===== config.mk =====
export PLATFORM = sky130hd
export DESIGN_NAME = cc_exec
export DESIGN_NICKNAME = d
export VERILOG_FILES = /design/src/cc_pkg.sv /design/src/cc_alu.sv /design/src/cc_file_regs.sv /design/src/cc_exec.sv
export VERILOG_INCLUDE_DIRS = /design/src
export SDC_FILE = /design/constraint.sdc
export NUM_CORES = 2
export LEC_CHECK = 0
export BUFFER_PORTS_ARGS = -buffer_cell sky130_fd_sc_hd__buf_2
export CAP_MARGIN = 20
export CORE_ASPECT_RATIO = 1.75
export CORE_MARGIN = 2
export CORE_UTILIZATION = 50
export DETAILED_ROUTE_END_ITERATION = 16
export PLACE_DENSITY = 0.72
export SYNTH_ARGS = -nofsm -noshare
export SYNTH_HDL_FRONTEND = slang
export SYNTH_SLANG_ARGS = --single-unit

===== constraint.sdc =====
create_clock -name clk -period 4.95 [get_ports clk]
set_clock_uncertainty 0.15 [all_clocks]
set_input_delay 0.99 -clock clk [delete_from_list [all_inputs] [get_ports clk]]
set_output_delay 0.99 -clock clk [all_outputs]
set_load 0.01 [all_outputs]

===== src/cc_exec_regs.svh =====
// Purpose: offsets, field positions, reset values and opcodes of the exec block
// Assumes: 32-bit Avalon-MM data, byte addresses, one word per register
// Notes:   definitions only
`ifndef CC_EXEC_REGS_SVH
`define CC_EXEC_REGS_SVH

// ****************************************************************
// widths
// ****************************************************************
`define CC_DATA_W        8
`define CC_PC_W          13
`define CC_K_W           11
`define CC_F_W           7
`define CC_OP_W          4
`define CC_SP_W          3
`define CC_ADDR_W        8
`define CC_PRESC_W       8
`define CC_FILE_DEPTH    128

// ****************************************************************
// register offsets
// ****************************************************************
`define CC_REG_CMD       8'h00
`define CC_REG_WORK      8'h04
`define CC_REG_STATUS    8'h08
`define CC_REG_PC        8'h0c
`define CC_REG_PCLATCH   8'h10
`define CC_REG_STACKTOP  8'h14
`define CC_REG_WATCHDOG  8'h18
`define CC_REG_FADDR     8'h1c
`define CC_REG_FDATA     8'h20

// ****************************************************************
// field positions
// ****************************************************************
`define CC_CMD_OP_LSB    0
`define CC_CMD_D_BIT     4
`define CC_CMD_F_LSB     8
`define CC_CMD_K_LSB     16
`define CC_CMD_BUSY_BIT  0
`define CC_ST_Z_BIT      2
`define CC_ST_PDF_BIT    3
`define CC_ST_TOF_BIT    4
`define CC_WD_CNT_LSB    0
`define CC_WD_PRESC_LSB  8
`define CC_LATCH_LO_BIT  3
`define CC_LATCH_W       5

// ****************************************************************
// reset values
// ****************************************************************
`define CC_RST_TOF       1'b1
`define CC_RST_PDF       1'b1
`define CC_RST_Z         1'b0

// ****************************************************************
// opcodes of the command register
// ****************************************************************
`define CC_OP_NONE       4'h0
`define CC_OP_WDCLR      4'h1
`define CC_OP_CALL       4'h2
`define CC_OP_COMPL      4'h3
`define CC_OP_FCLR       4'h4
`define CC_OP_DEC        4'h5
`define CC_OP_WCLR       4'h6
`define CC_OP_DECSKIP    4'h7

`endif


===== src/cc_pkg.sv =====
// Purpose: shared types of the exec block
// Assumes: cc_exec_regs.svh macros
// Notes:   state codes are one-hot
`include "cc_exec_regs.svh"
package cc_pkg;

    typedef enum logic [2:0] {
        st_idle   = 3'h1,
        st_exec   = 3'h2,
        st_second = 3'h4
    } cc_state_e;

    typedef enum logic [`CC_OP_W-1:0] {
        no_operation           = `CC_OP_NONE,
        watchdog_clear_op      = `CC_OP_WDCLR,
        call_op                = `CC_OP_CALL,
        complement_file_op     = `CC_OP_COMPL,
        file_clear_op          = `CC_OP_FCLR,
        decrement_file_op      = `CC_OP_DEC,
        working_reg_clear_op   = `CC_OP_WCLR,
        decrement_skip_zero_op = `CC_OP_DECSKIP
    } cc_op_e;

    typedef logic [`CC_DATA_W-1:0] cc_byte_t;

endpackage


===== src/cc_alu.sv =====
// Purpose: result, destination and zero flag of the data operations
// Assumes: file value and opcode stable during the exec cycle
// Notes:   purely combinational
`timescale 1ns/1ns
module cc_alu import cc_pkg::*; (
    input  wire cc_op_e   op,
    input  wire logic     dest_file,
    input  wire cc_byte_t fval,
    output cc_byte_t      result,
    output logic          zero,
    output logic          wr_work,
    output logic          wr_file,
    output logic          z_update
);
    always_comb begin
        result   = '0;
        wr_work  = 1'b0;
        wr_file  = 1'b0;
        z_update = 1'b0;
        case (op)
            complement_file_op: begin
                result   = ~fval;
                wr_work  = ~dest_file;
                wr_file  = dest_file;
                z_update = 1'b1;
            end
            file_clear_op: begin
                result   = '0;
                wr_file  = 1'b1;
                z_update = 1'b1;
            end
            decrement_file_op: begin
                result   = fval - cc_byte_t'(1);
                wr_work  = ~dest_file;
                wr_file  = dest_file;
                z_update = 1'b1;
            end
            working_reg_clear_op: begin
                result   = '0;
                wr_work  = 1'b1;
                z_update = 1'b1;
            end
            decrement_skip_zero_op: begin
                result   = fval - cc_byte_t'(1);
                wr_work  = ~dest_file;
                wr_file  = dest_file;
            end
            default: begin
                result   = '0;
            end
        endcase
        zero = (result == '0);
    end
endmodule // cc_alu


===== src/cc_file_regs.sv =====
// Purpose: file registers held in flip-flops
// Assumes: one write port, two asynchronous read ports
// Notes:   cleared at reset
`timescale 1ns/1ns
`include "cc_exec_regs.svh"
module cc_file_regs import cc_pkg::*; (
    input  wire logic                 clk,
    input  wire logic                 rst_n,
    input  wire logic                 we,
    input  wire logic [`CC_F_W-1:0]   waddr,
    input  wire cc_byte_t             wdata,
    input  wire logic [`CC_F_W-1:0]   raddr_a,
    input  wire logic [`CC_F_W-1:0]   raddr_b,
    output cc_byte_t                  rdata_a,
    output cc_byte_t                  rdata_b
);
    typedef struct packed {
        logic [`CC_FILE_DEPTH-1:0][`CC_DATA_W-1:0] mem;
    } cc_file_s;

    cc_file_s cur;
    cc_file_s next_cur;

    always_comb begin
        next_cur = cur;
        if (we) begin
            next_cur.mem[waddr] = wdata;
        end
    end

    always_ff @(posedge clk or negedge rst_n) begin
        if (!rst_n) begin
            cur <= '0;
        end else begin
            cur <= next_cur;
        end
    end

    assign rdata_a = cur.mem[raddr_a];
    assign rdata_b = cur.mem[raddr_b];
endmodule // cc_file_regs


===== src/cc_exec.sv =====
// Purpose: executes watchdog clear, call, complement, clear, decrement and skip ops
// Assumes: Avalon-MM slave with waitrequest, byte addresses
// Notes:   one instruction cycle is one clock
`timescale 1ns/1ns
`include "cc_exec_regs.svh"

// Operation
// - watchdog clear zeroes the watchdog counter and its prescaler
// - watchdog clear sets timeout and powerdown flags; no operands
// - call pushes program counter plus one onto the return stack
// - call loads its eleven-bit operand into program counter bits 10:0
// - call copies latch bits 4:3 into program counter bits 12:11
// - call takes two cycles and leaves all flags unchanged
// - file address 0..127; destination bit picks working or file register
// - complement writes inverted file value; updates only zero flag
// - file clear writes zero to the file register and sets zero
// - decrement writes file minus one to destination; updates only zero
// - working clear loads zero into working register and sets zero
// - decrement-skip writes file minus one, leaves flags alone
// - zero result of decrement-skip discards next instruction, two cycles
module cc_exec import cc_pkg::*; (
    input  wire logic                   clk,
    input  wire logic                   rst_n,
    input  wire logic [`CC_ADDR_W-1:0]  avs_address,
    input  wire logic                   avs_read,
    input  wire logic                   avs_write,
    input  wire logic [31:0]            avs_writedata,
    output logic [31:0]                 avs_readdata,
    output logic                        avs_waitrequest
);
    // ****************************************************************
    // state
    // ****************************************************************
    typedef struct packed {
        cc_state_e                              state;
        cc_op_e                                 op;
        logic                                   dest;
        logic [`CC_F_W-1:0]                     faddr_op;
        logic [`CC_K_W-1:0]                     k;
        cc_byte_t                               work;
        logic                                   z;
        logic                                   tof;
        logic                                   pdf;
        logic [`CC_PC_W-1:0]                    pc;
        logic [`CC_LATCH_W-1:0]                 pclatch;
        logic [7:0][`CC_PC_W-1:0]               stack;
        logic [`CC_SP_W-1:0]                    sp;
        cc_byte_t                               wd_count;
        logic [`CC_PRESC_W-1:0]                 wd_presc;
        logic [`CC_F_W-1:0]                     faddr_bus;
        logic                                   rd_ack;
        logic [31:0]                            rdata;
    } cc_exec_s;

    cc_exec_s            cur;
    cc_exec_s            next_cur;
    cc_byte_t            file_a;
    cc_byte_t            file_b;
    cc_byte_t            alu_result;
    logic                alu_zero;
    logic                alu_wr_work;
    logic                alu_wr_file;
    logic                alu_z_update;
    logic                exec_now;
    logic                busy;
    logic                wr_ok;
    logic                f_we;
    logic [`CC_F_W-1:0]  f_waddr;
    cc_byte_t            f_wdata;
    logic [`CC_PC_W-1:0] pc_plus1;
    logic [`CC_PC_W-1:0] stack_top;

    // ****************************************************************
    // helpers
    // ****************************************************************
    function automatic logic [31:0] read_mux(input cc_exec_s s, input logic [`CC_ADDR_W-1:0] a,
                                             input logic [`CC_PC_W-1:0] top, input cc_byte_t fd);
        logic [31:0] v;
        v = '0;
        case (a)
            `CC_REG_CMD:      v[`CC_CMD_BUSY_BIT] = (s.state != st_idle);
            `CC_REG_WORK:     v[`CC_DATA_W-1:0] = s.work;
            `CC_REG_STATUS: begin
                v[`CC_ST_Z_BIT]  = s.z;
                v[`CC_ST_PDF_BIT] = s.pdf;
                v[`CC_ST_TOF_BIT] = s.tof;
            end
            `CC_REG_PC:       v[`CC_PC_W-1:0] = s.pc;
            `CC_REG_PCLATCH:  v[`CC_LATCH_W-1:0] = s.pclatch;
            `CC_REG_STACKTOP: v[`CC_PC_W-1:0] = top;
            `CC_REG_WATCHDOG: begin
                v[`CC_WD_CNT_LSB +: `CC_DATA_W]    = s.wd_count;
                v[`CC_WD_PRESC_LSB +: `CC_PRESC_W] = s.wd_presc;
            end
            `CC_REG_FADDR:    v[`CC_F_W-1:0] = s.faddr_bus;
            `CC_REG_FDATA:    v[`CC_DATA_W-1:0] = fd;
            default:          v = '0;
        endcase
        return v;
    endfunction

    function automatic logic op_at(input cc_exec_s s, input cc_op_e o);
        return (s.state == st_exec) && (s.op == o);
    endfunction

    assign exec_now  = (cur.state == st_exec);
    assign busy      = (cur.state != st_idle);
    assign wr_ok     = avs_write && !busy;
    assign pc_plus1  = cur.pc + `CC_PC_W'(1);
    assign stack_top = cur.stack[cur.sp - `CC_SP_W'(1)];

    assign avs_waitrequest = (avs_read && !cur.rd_ack) || (avs_write && busy);
    assign avs_readdata    = cur.rdata;

    // ****************************************************************
    // submodules
    // ****************************************************************
    cc_alu u_alu (
        .op        (cur.op),
        .dest_file (cur.dest),
        .fval      (file_a),
        .result    (alu_result),
        .zero      (alu_zero),
        .wr_work   (alu_wr_work),
        .wr_file   (alu_wr_file),
        .z_update  (alu_z_update)
    );

    cc_file_regs u_file (
        .clk     (clk),
        .rst_n   (rst_n),
        .we      (f_we),
        .waddr   (f_waddr),
        .wdata   (f_wdata),
        .raddr_a (cur.faddr_op),
        .raddr_b (cur.faddr_bus),
        .rdata_a (file_a),
        .rdata_b (file_b)
    );

    // file write port: exec result, else bus data
    always_comb begin
        if (exec_now) begin
            f_we    = alu_wr_file;
            f_waddr = cur.faddr_op;
            f_wdata = alu_result;
        end else begin
            f_we    = wr_ok && (avs_address == `CC_REG_FDATA);
            f_waddr = cur.faddr_bus;
            f_wdata = avs_writedata[`CC_DATA_W-1:0];
        end
    end

    // ****************************************************************
    // next state
    // ****************************************************************
    always_comb begin
        next_cur = cur;
        next_cur.rd_ack = 1'b0;
        if (avs_read && !cur.rd_ack) begin
            next_cur.rd_ack = 1'b1;
            next_cur.rdata  = read_mux(cur, avs_address, stack_top, file_b);
        end
        case (cur.state)
            st_idle: begin
                if (wr_ok) begin
                    case (avs_address)
                        `CC_REG_CMD: begin
                            next_cur.op       = cc_op_e'(avs_writedata[`CC_CMD_OP_LSB +: `CC_OP_W]);
                            next_cur.dest     = avs_writedata[`CC_CMD_D_BIT];
                            next_cur.faddr_op = avs_writedata[`CC_CMD_F_LSB +: `CC_F_W];
                            next_cur.k        = avs_writedata[`CC_CMD_K_LSB +: `CC_K_W];
                            next_cur.state    = st_exec;
                        end
                        `CC_REG_WORK:     next_cur.work = avs_writedata[`CC_DATA_W-1:0];
                        `CC_REG_STATUS: begin
                            next_cur.z   = avs_writedata[`CC_ST_Z_BIT];
                            next_cur.pdf = avs_writedata[`CC_ST_PDF_BIT];
                            next_cur.tof = avs_writedata[`CC_ST_TOF_BIT];
                        end
                        `CC_REG_PC:       next_cur.pc = avs_writedata[`CC_PC_W-1:0];
                        `CC_REG_PCLATCH:  next_cur.pclatch = avs_writedata[`CC_LATCH_W-1:0];
                        `CC_REG_WATCHDOG: begin
                            next_cur.wd_count = avs_writedata[`CC_WD_CNT_LSB +: `CC_DATA_W];
                            next_cur.wd_presc = avs_writedata[`CC_WD_PRESC_LSB +: `CC_PRESC_W];
                        end
                        `CC_REG_FADDR:    next_cur.faddr_bus = avs_writedata[`CC_F_W-1:0];
                        default:          next_cur.state = st_idle;
                    endcase
                end
            end
            st_exec: begin
                if (alu_wr_work) begin
                    next_cur.work = alu_result;
                end
                if (alu_z_update) begin
                    next_cur.z = alu_zero;
                end
                next_cur.pc    = pc_plus1;
                next_cur.state = st_idle;
                case (cur.op)
                    watchdog_clear_op: begin
                        next_cur.wd_count = '0;
                        next_cur.wd_presc = '0;
                        next_cur.tof      = 1'b1;
                        next_cur.pdf      = 1'b1;
                    end
                    call_op: begin
                        next_cur.stack[cur.sp] = pc_plus1;
                        next_cur.sp            = cur.sp + `CC_SP_W'(1);
                        next_cur.pc = {cur.pclatch[`CC_LATCH_LO_BIT +: 2],
                                       cur.k};
                        next_cur.state = st_second;
                    end
                    decrement_skip_zero_op: begin
                        if (alu_zero) begin
                            next_cur.state = st_second;
                        end
                    end
                    default: begin
                        next_cur.state = st_idle;
                    end
                endcase
            end
            st_second: begin
                if (cur.op != call_op) begin
                    next_cur.pc = pc_plus1;
                end
                next_cur.state = st_idle;
            end
            default: begin
                next_cur.state = st_idle;
            end
        endcase
    end

    always_ff @(posedge clk or negedge rst_n) begin
        if (!rst_n) begin
            cur       <= '0;
            cur.state <= st_idle;
            cur.op    <= no_operation;
            cur.tof   <= `CC_RST_TOF;
            cur.pdf   <= `CC_RST_PDF;
            cur.z     <= `CC_RST_Z;
        end else begin
            cur <= next_cur;
        end
    end

    // ****************************************************************
    // checks
    // ****************************************************************
    a_watchdog_cleared: assert property (@(posedge clk) disable iff (!rst_n)
        exec_now && cur.op == watchdog_clear_op |=> cur.wd_count == '0 && cur.wd_presc == '0)
        else $error("watchdog not cleared");
    a_flags_set: assert property (@(posedge clk) disable iff (!rst_n)
        exec_now && cur.op == watchdog_clear_op |=> cur.tof && cur.pdf)
        else $error("timeout or powerdown flag not set");
    a_call_push: assert property (@(posedge clk) disable iff (!rst_n)
        exec_now && cur.op == call_op |=> stack_top == $past(cur.pc) + `CC_PC_W'(1))
        else $error("call pushed wrong return address");
    a_call_target: assert property (@(posedge clk) disable iff (!rst_n)
        exec_now && cur.op == call_op |=> cur.pc[`CC_K_W-1:0] == $past(cur.k) ##1 cur.pc[`CC_K_W-1:0] == $past(cur.pc[`CC_K_W-1:0]))
        else $error("call target low bits wrong");
    a_call_upper: assert property (@(posedge clk) disable iff (!rst_n)
        exec_now && cur.op == call_op |=> cur.pc[`CC_PC_W-1:`CC_K_W] == $past(cur.pclatch[`CC_LATCH_LO_BIT +: 2]))
        else $error("call upper bits wrong");
    a_call_two: assert property (@(posedge clk) disable iff (!rst_n)
        exec_now && cur.op == call_op |=> cur.state == st_second && $stable(cur.z) ##1 cur.state == st_idle)
        else $error("call not two cycles or flag changed");
    a_compl_work: assert property (@(posedge clk) disable iff (!rst_n)
        exec_now && cur.op == complement_file_op && !cur.dest |=> cur.work == ~$past(file_a))
        else $error("complement result wrong");
    a_clr_zero: assert property (@(posedge clk) disable iff (!rst_n)
        exec_now && cur.op == file_clear_op |=> cur.z && file_a == '0)
        else $error("file clear failed");
    a_wclr_zero: assert property (@(posedge clk) disable iff (!rst_n)
        exec_now && cur.op == working_reg_clear_op |=> cur.work == '0 && cur.z)
        else $error("working clear failed");
    a_skip_flags: assert property (@(posedge clk) disable iff (!rst_n)
        exec_now && cur.op == decrement_skip_zero_op |=> $stable(cur.z) && $stable(cur.tof) && $stable(cur.pdf))
        else $error("decrement skip altered a flag");
    a_skip_taken: assert property (@(posedge clk) disable iff (!rst_n)
        exec_now && cur.op == decrement_skip_zero_op && alu_zero |=> cur.state == st_second ##1
        cur.pc == $past(cur.pc, 2) + `CC_PC_W'(2))
        else $error("skip did not discard next instruction");
    a_zero_track: assert property (@(posedge clk) disable iff (!rst_n)
        exec_now && alu_z_update |=> cur.z == ($past(alu_result) == '0))
        else $error("zero flag mismatch");
    a_single_cycle: assert property (@(posedge clk) disable iff (!rst_n)
        exec_now && cur.op != call_op && !(cur.op == decrement_skip_zero_op && alu_zero) |=> cur.state == st_idle)
        else $error("single cycle op took longer");

    a_call_sp: assert property (@(posedge clk) disable iff (!rst_n)
        op_at(cur, call_op) |=> cur.sp == $past(cur.sp) + `CC_SP_W'(1))
        else $error("call did not advance stack");
    a_stack_keep: assert property (@(posedge clk) disable iff (!rst_n)
        exec_now && cur.op != call_op |=> $stable(cur.sp))
        else $error("stack moved without call");
    a_call_status: assert property (@(posedge clk) disable iff (!rst_n)
        op_at(cur, call_op) |=> $stable({cur.tof, cur.pdf}) ##1 $stable({cur.z, cur.tof, cur.pdf}))
        else $error("call altered a flag");
    a_dest_keep: assert property (@(posedge clk) disable iff (!rst_n)
        exec_now && cur.dest && (cur.op == complement_file_op || cur.op == decrement_file_op
        || cur.op == decrement_skip_zero_op) |=> $stable(cur.work))
        else $error("file destination wrote working register");
    a_compl_file: assert property (@(posedge clk) disable iff (!rst_n)
        op_at(cur, complement_file_op) && cur.dest |=> file_a == ~$past(file_a))
        else $error("complement to file wrong");
    a_compl_status: assert property (@(posedge clk) disable iff (!rst_n)
        op_at(cur, complement_file_op) |=> $stable({cur.tof, cur.pdf}))
        else $error("complement altered a flag");
    a_fclr_keep: assert property (@(posedge clk) disable iff (!rst_n)
        op_at(cur, file_clear_op) |=> $stable({cur.work, cur.tof, cur.pdf}))
        else $error("file clear touched other state");
    a_dec_work: assert property (@(posedge clk) disable iff (!rst_n)
        op_at(cur, decrement_file_op) && !cur.dest |=> cur.work == $past(file_a) - cc_byte_t'(1))
        else $error("decrement to working wrong");
    a_dec_file: assert property (@(posedge clk) disable iff (!rst_n)
        op_at(cur, decrement_file_op) && cur.dest |=> file_a == $past(file_a) - cc_byte_t'(1))
        else $error("decrement to file wrong");
    a_wclr_status: assert property (@(posedge clk) disable iff (!rst_n)
        op_at(cur, working_reg_clear_op) |=> $stable({cur.tof, cur.pdf}))
        else $error("working clear altered a flag");
    a_skip_work: assert property (@(posedge clk) disable iff (!rst_n)
        op_at(cur, decrement_skip_zero_op) && !cur.dest |=> cur.work == $past(file_a) - cc_byte_t'(1))
        else $error("decrement skip to working wrong");
    a_skip_file: assert property (@(posedge clk) disable iff (!rst_n)
        op_at(cur, decrement_skip_zero_op) && cur.dest |=> file_a == $past(file_a) - cc_byte_t'(1))
        else $error("decrement skip to file wrong");
    a_skip_not: assert property (@(posedge clk) disable iff (!rst_n)
        op_at(cur, decrement_skip_zero_op) && file_a != cc_byte_t'(1) |=>
        cur.state == st_idle && cur.pc == $past(cur.pc) + `CC_PC_W'(1))
        else $error("skip taken on nonzero result");
    a_busy_bound: assert property (@(posedge clk) disable iff (!rst_n)
        exec_now |-> ##[1:2] cur.state == st_idle)
        else $error("operation exceeded two cycles");
    a_watchdog_keep: assert property (@(posedge clk) disable iff (!rst_n)
        op_at(cur, watchdog_clear_op) |=> $stable({cur.work, cur.z}))
        else $error("watchdog clear touched data state");
endmodule // cc_exec


# After elaboration in Yosys (flattened, before gate mapping)
# Cells that the tools add are included.
dict set report word_totals {
  elab_cells 272
  register_bits 1226
  latchBits 0
  mem_bits_rw 0
  input_bits 44
  mem_bits_ro 0
  output_inout_bits 33
  mem_count 0
}
dict set report classes {
  order_cmp 7
  n_shift 0
  eq_ne 30
  bitwise 2
  reduce_logical 27
  div 0
  muxes 49
  n_addsub 4
  mul 0
}
# operator count
set op_table {}
lappend op_table {{bitwise mux 1024 bit} 1}
lappend op_table {{binary-select mux 8 bit (select 7 bit)} 2}
lappend op_table {{bitwise mux 104 bit} 1}
lappend op_table {{two-way mux 13 bit} 5}
lappend op_table {{demux 8 bit (select 7 bit)} 1}
lappend op_table {{two-way mux 55 bit} 1}
lappend op_table {{two-way mux 8 bit} 6}
lappend op_table {{two-way mux 23 bit} 2}
lappend op_table {{binary-select mux 13 bit (select 3 bit)} 1}
lappend op_table {{demux 13 bit (select 3 bit)} 1}
lappend op_table {{case mux 13 bit (3 select lines)} 1}
lappend op_table {{two-way mux 33 bit} 1}
lappend op_table {{== test 8 x 5 -> 1 bit, second input constant} 4}
lappend op_table {{two-way mux 16 bit} 2}
lappend op_table {{case mux 16 bit (2 select lines)} 1}
lappend op_table {{less-than comparator 7 x 8 -> 1 bit, second input constant} 3}
lappend op_table {{case mux 3 bit (8 select lines)} 1}
lappend op_table {{case mux 11 bit (2 select lines)} 1}
lappend op_table {{AND reduction 4 bit} 5}
lappend op_table {{case mux 3 bit (2 select lines)} 3}
lappend op_table {{== test 4 x 3 -> 1 bit, second input constant} 4}
lappend op_table {{== test 8 x 4 -> 1 bit, second input constant} 2}
lappend op_table {{zero test 8 bit} 2}
lappend op_table {{case mux 8 bit (2 select lines)} 1}
lappend op_table {{42 further kinds} 67}

# Depth between registers and ports, before layout
dict set report logic_depth {
  word_depth 8
  mapped_depth 18
}

# Hierarchy
# From an unflattened synthesis, not the netlist that was laid out.
dict set report hier_totals {
  cells_unflattened 4261
  area_unflattened_um2 65011.1
}
# module cells_per_inst area_each_um2 instances
set by_module_without_submodules {}
lappend by_module_without_submodules {cc_file_regs 3199 54448.5 1}
lappend by_module_without_submodules {cc_exec 1013 10222.3 1}
lappend by_module_without_submodules {cc_alu 49 340.3 1}

# Worst setup path before layout
# Ideal clock, no wire load.
dict set report synth_timing {
  path_kind {reg2reg}
  startpoint {reg cur[203] (netlist bit)}
  endpoint {reg u_file.cur[631] (netlist bit)}
  path_slack_ns 0.452
  required_ns 4.675
  arrival_ns 4.223
  path_buffers 8
  period_less_slack_ns 4.498
  path_stages_with_launch 18
  path_cell_list {dfrtp_1 buf_2 buf_2 buf_2 buf_2 buf_2 buf_2 mux4_2 mux2_2 o21ai_0 nand4_1 or2_2 o211a_1 o31ai_2 nand2_1 buf_2 buf_2 mux2_2}
}
dict set report synth_via {
  elab_chain_cells 6
  elab_cells_between_ends 13
}
# element line_no
set synth_lines {}
lappend synth_lines {{start: declaration} cc_exec.sv:55} ;# cc_exec_s cur;
lappend synth_lines {{start signal: assignment} cc_exec.sv:246} ;# cur <= next_cur;
lappend synth_lines {{binary-select mux 8 bit (select 7 bit) or two-way mux 7 bit (tied branches)} {cc_file_regs.sv:39, cc_exec.sv:143}}
lappend synth_lines {{two-way mux 8 bit (implied by the code), or another cell as far along} cc_file_regs.sv:39} ;# assign rdata_a = cur.mem[raddr_a];
lappend synth_lines {{subtractor 8 x 1 -> 8 bit, or another cell as far along} {cc_alu.sv:33, cc_alu.sv:44}}
lappend synth_lines {{case mux 8 bit (2 select lines) or two-way mux 8 bit (tied branches)} {cc_alu.sv:20, cc_file_regs.sv:27}}
lappend synth_lines {{two-way mux 8 bit or demux 8 bit (select 7 bit) (tied branches)} n/a}
lappend synth_lines {{bitwise mux 1024 bit *} cc_file_regs.sv:27} ;# next_cur.mem[waddr] = wdata;
lappend synth_lines {{end signal: assignment} cc_file_regs.sv:35} ;# cur <= next_cur;
lappend synth_lines {{end: declaration} cc_file_regs.sv:21} ;# cc_file_s cur;
# Mark *: on every way between the ends. The rest lies on a longest branch, timed or not. The select of a mux whose other input is x is not followed.
# A chain may end at the register's enable or synchronous reset.

# Worst setup path in the final report
dict set report layout_timing {
  startpoint {reg cur[203] (netlist bit)}
  endpoint {reg u_file.cur[207] (netlist bit)}
}
# Same word-level chain as after synthesis.

==> results.json <==
{
  "status": "finished, final reports clean",
  "layout_commonest_cell": "dfrtp_1",
  "slew_headroom_pct": 23.5,
  "avgSynthCellArea_um2": 12.9,
  "worst_pin_slew_ps": 1140,
  "power_switching_mw": 5.16,
  "synth_xor_area_share_pct": 0.206,
  "vdd_drop_max_mv": 0.318,
  "final_cell_mix": "dfrtp_1, nand2_1, mux4_2",
  "yosysWarnings": 0,
  "synth_compound_area_share_pct": 6.73,
  "cp_cell_sequence": "buf_12 > clkbuf_16 > mux4_2 > mux4_2 > mux4_2 > mux2i_2 > nand2_1 > or3_1 > o211a_1 > o31ai_2 > buf_4 > nand2_4 > buf_12 > mux2_2",
  "async_flop_share_pct": 100,
  "synth-seq-cells": 1226,
  "synth_top_cell_by_area": "dfrtp_1",
  "track_usage_pct": 31.3,
  "dieHeight_um": 476,
  "crit_family": "multiplexers",
  "ant_nets": 0,
  "crit_end": "u_file.cur[207]",
  "cts_inserted_buffers": 106,
  "layout-drive-gt1-share_pct": 36.3,
  "netlist_instances": 4928,
  "drc_errors": 0,
  "design.die.area_um2": 130000,
  "p_int_mw": 16.2,
  "drt_iter0_drc": 4659,
  "core_area_um2": 127000,
  "nNetsFinal": 5002,
  "slowest_delay_ps": 710,
  "r2r-start": "cur[203]",
  "grt_antenna_before_repair": 5,
  "finalCriticalPeriod_ps": 4940,
  "clk_latency_ps": 770,
  "hp-class": "in -> async",
  "fin_setup_tns_ps": 0,
  "cp_num_buf_inv": 4,
  "crit_start": "cur[203]",
  "critical_path_required_ps": 5440,
  "path_depth": 14,
  "areaGrowthSynthToFinish_pct": 12.2,
  "clock_sinks": 1226,
  "p_comb_share_pct": 8.2,
  "overflow": 0,
  "stdcell_area_um2": 71500,
  "fin_crit_sh_pct": 99.9,
  "setup_viol": 0,
  "grt_pass1_wl_mm": 301,
  "hold_viol_final": 0,
  "worstPathMaxFanout": 64,
  "fp.dieW_um": 274,
  "place_area_um2": 67100,
  "drv_cap": 0,
  "yosys.area.top_type_share_pct": 48.0,
  "ctsHoldBuffers": 0,
  "fillerInstances": 9906,
  "grt_pass1_vias": 46200,
  "seq_area_frac_synth_pct": 48.2,
  "wl_mm": 203,
  "r2r.worst_path.cells": 14,
  "hpwl_mm": 138,
  "vias_per_cell": 6.69,
  "synth_area_um2": 63700,
  "grt_max_degree": 125,
  "slew_violations": 0,
  "r2r_slack_ps": 6,
  "cts_tree": "yes",
  "worst_path_max_delay_cell": "mux4_2",
  "routedWlPerCell_um": 30.2,
  "crit_path_start_kind": "flop",
  "clk_path_buf_depth": 3,
  "synth_fa_ha_area_share_pct": 0.0786,
  "crit_path_frequent_cell": "mux4_2",
  "cts-root-buf": "clkbuf_16",
  "total_power_mw": 21.3,
  "swShare_pct": 24.2,
  "synth-edff-count": 0,
  "vias": 44900,
  "end_kind": "flop",
  "crit-reg2reg-capture": "u_file.cur[207]",
  "muxShareOfSynthArea_pct": 34.7,
  "clkTransAtPathRegs_ps": 70,
  "cellLeakagePower_nw": 31.7,
  "critPathArrivalTime_ps": 5440,
  "cts.htree.levels": 3,
  "yosys.cell_types.count": 70,
  "yosys.area_share.simple_pct": 7.00,
  "io_buffers": 55,
  "synth_top_family_by_area": "multiplexers",
  "pwr-share-seq_pct": 47.7,
  "rsz0062_at_grt": "no",
  "firstDrtPassIters": 6,
  "clkPwrFrac_pct": 44.1,
  "path_class": "reg -> reg",
  "fp-row-count": 173,
  "max_freq_ghz": 0.202,
  "power_density_nw_per_um2": 298,
  "yosys_most_used_dff": "dfrtp_1",
  "synth_area_leaders": "dfrtp_1, mux4_2, mux2_2, nand2_1, o21ai_0",
  "io_pins": 77,
  "start_util_pct": 50.3,
  "gp_congestion": 1.01
}
## metrics by stage
step / util (%) / worst slack (ps) / hold slack (ps) / std cells
after floorplan: - / 452 / 287 / 4943
after global placement: 53.0 / -94.0 / 306 / 6483
after detailed placement: 53.0 / -152 / 313 / 6485
after CTS: 56.1 / 47.8 / 130 / 6682
after global routing: 56.4 / 4.90 / 107 / 6706
final: 56.4 / 6.06 / 37.0 / 6707
## routing by layer
| metal | track usage [%] | up-vias | part of all wire [%] |
|---|---|---|---|
| met3 | 6.66 | 773 | 7.7 |
| met4 | 24.0 | 6 | 8.8 |
| met1 | 35.3 | 23400 | 33 |
| met5 | 0 | - | 0.016 |
| li1 | - | 18300 | - |
| met2 | 51.6 | 2333 | 50 |
## cell families after synthesis
group / count (synthesis)
AO/OA/AOI/OAI: 784
XOR/XNOR: 15
adder cells (fa/ha/maj): 4
buffers and inverters: 470
flip-flops: 1226
multiplexers: 1324
other: 1
AND/OR/NAND/NOR: 1104
## cell usage after synthesis, drive strengths merged (9+ instances only)
| cell | count |
|---|---|
| dfrtp | 1223 |
| nand2 | 702 |
| mux4 | 646 |
| mux2 | 609 |
| o21ai | 495 |
| clkbuf | 291 |
| nor2 | 262 |
| a21oi | 162 |
| buf | 155 |
| mux2i | 69 |
| nand3 | 37 |
| inv | 21 |
| a22oi | 20 |
| nor3 | 19 |
| a221oi | 14 |
| a31oi | 14 |
| nor2b | 14 |
| o22ai | 14 |
| nand2b | 12 |
| nand4 | 11 |
| a21o | 10 |
| and2 | 10 |
| o21a | 9 |
## worst min-delay path by stage
stage,start,to,slack (ps),depth (start not counted)
4_1_cts,rst_n,u_file.cur[219],130,1
5_1_grt,rst_n,u_file.cur[219],110,1
6_report,rst_n,u_file.cur[219],40,1
3_3_place_gp,cur[210],cur[210],310,2
3_5_place_dp,cur[194],cur[194],310,2
2_1_floorplan,cur[210],cur[210],290,2
## flip-flops by register name, indices dropped and copies added (netlist names)
register,cells
cur,186
avs_readdata,16
u_file.cur,1024
## area by class of cell
type / instances / area (µm²) / share of cell area, %
Multi-Input combinational cell: 3247 / 31200 / 43.7
Sequential cell: 1226 / 30700 / 43.0
Timing Repair Buffer: 349 / 3480 / 4.87
Clock buffer: 145 / 3060 / 4.28
Tap cell: 1662 / 2080 / 2.91
Clock inverter: 52 / 843 / 1.18
Inverter: 24 / 92.6 / 0.130
Antenna cell: 2 / 5.00 / 0.00700
## power by group through the flow
stage          clock, mW  combinational (mW)  sequential (mW)
6_report            9.40                1.74             10.2
3_3_place_gp           0                1.62             10.4
4_1_cts             9.47                1.65             10.2
2_1_floorplan          0               0.918             10.3
5_1_grt             9.87                1.83             10.2
3_5_place_dp           0                1.64             10.4
## timing repair
item                       in CTS  in global routing
cloned                          0                  6
gates resized for setup         3                 10
setup endpoints to repair     813                692
setup buffers                   1                 12
Power figures use the tool's default switching activity.
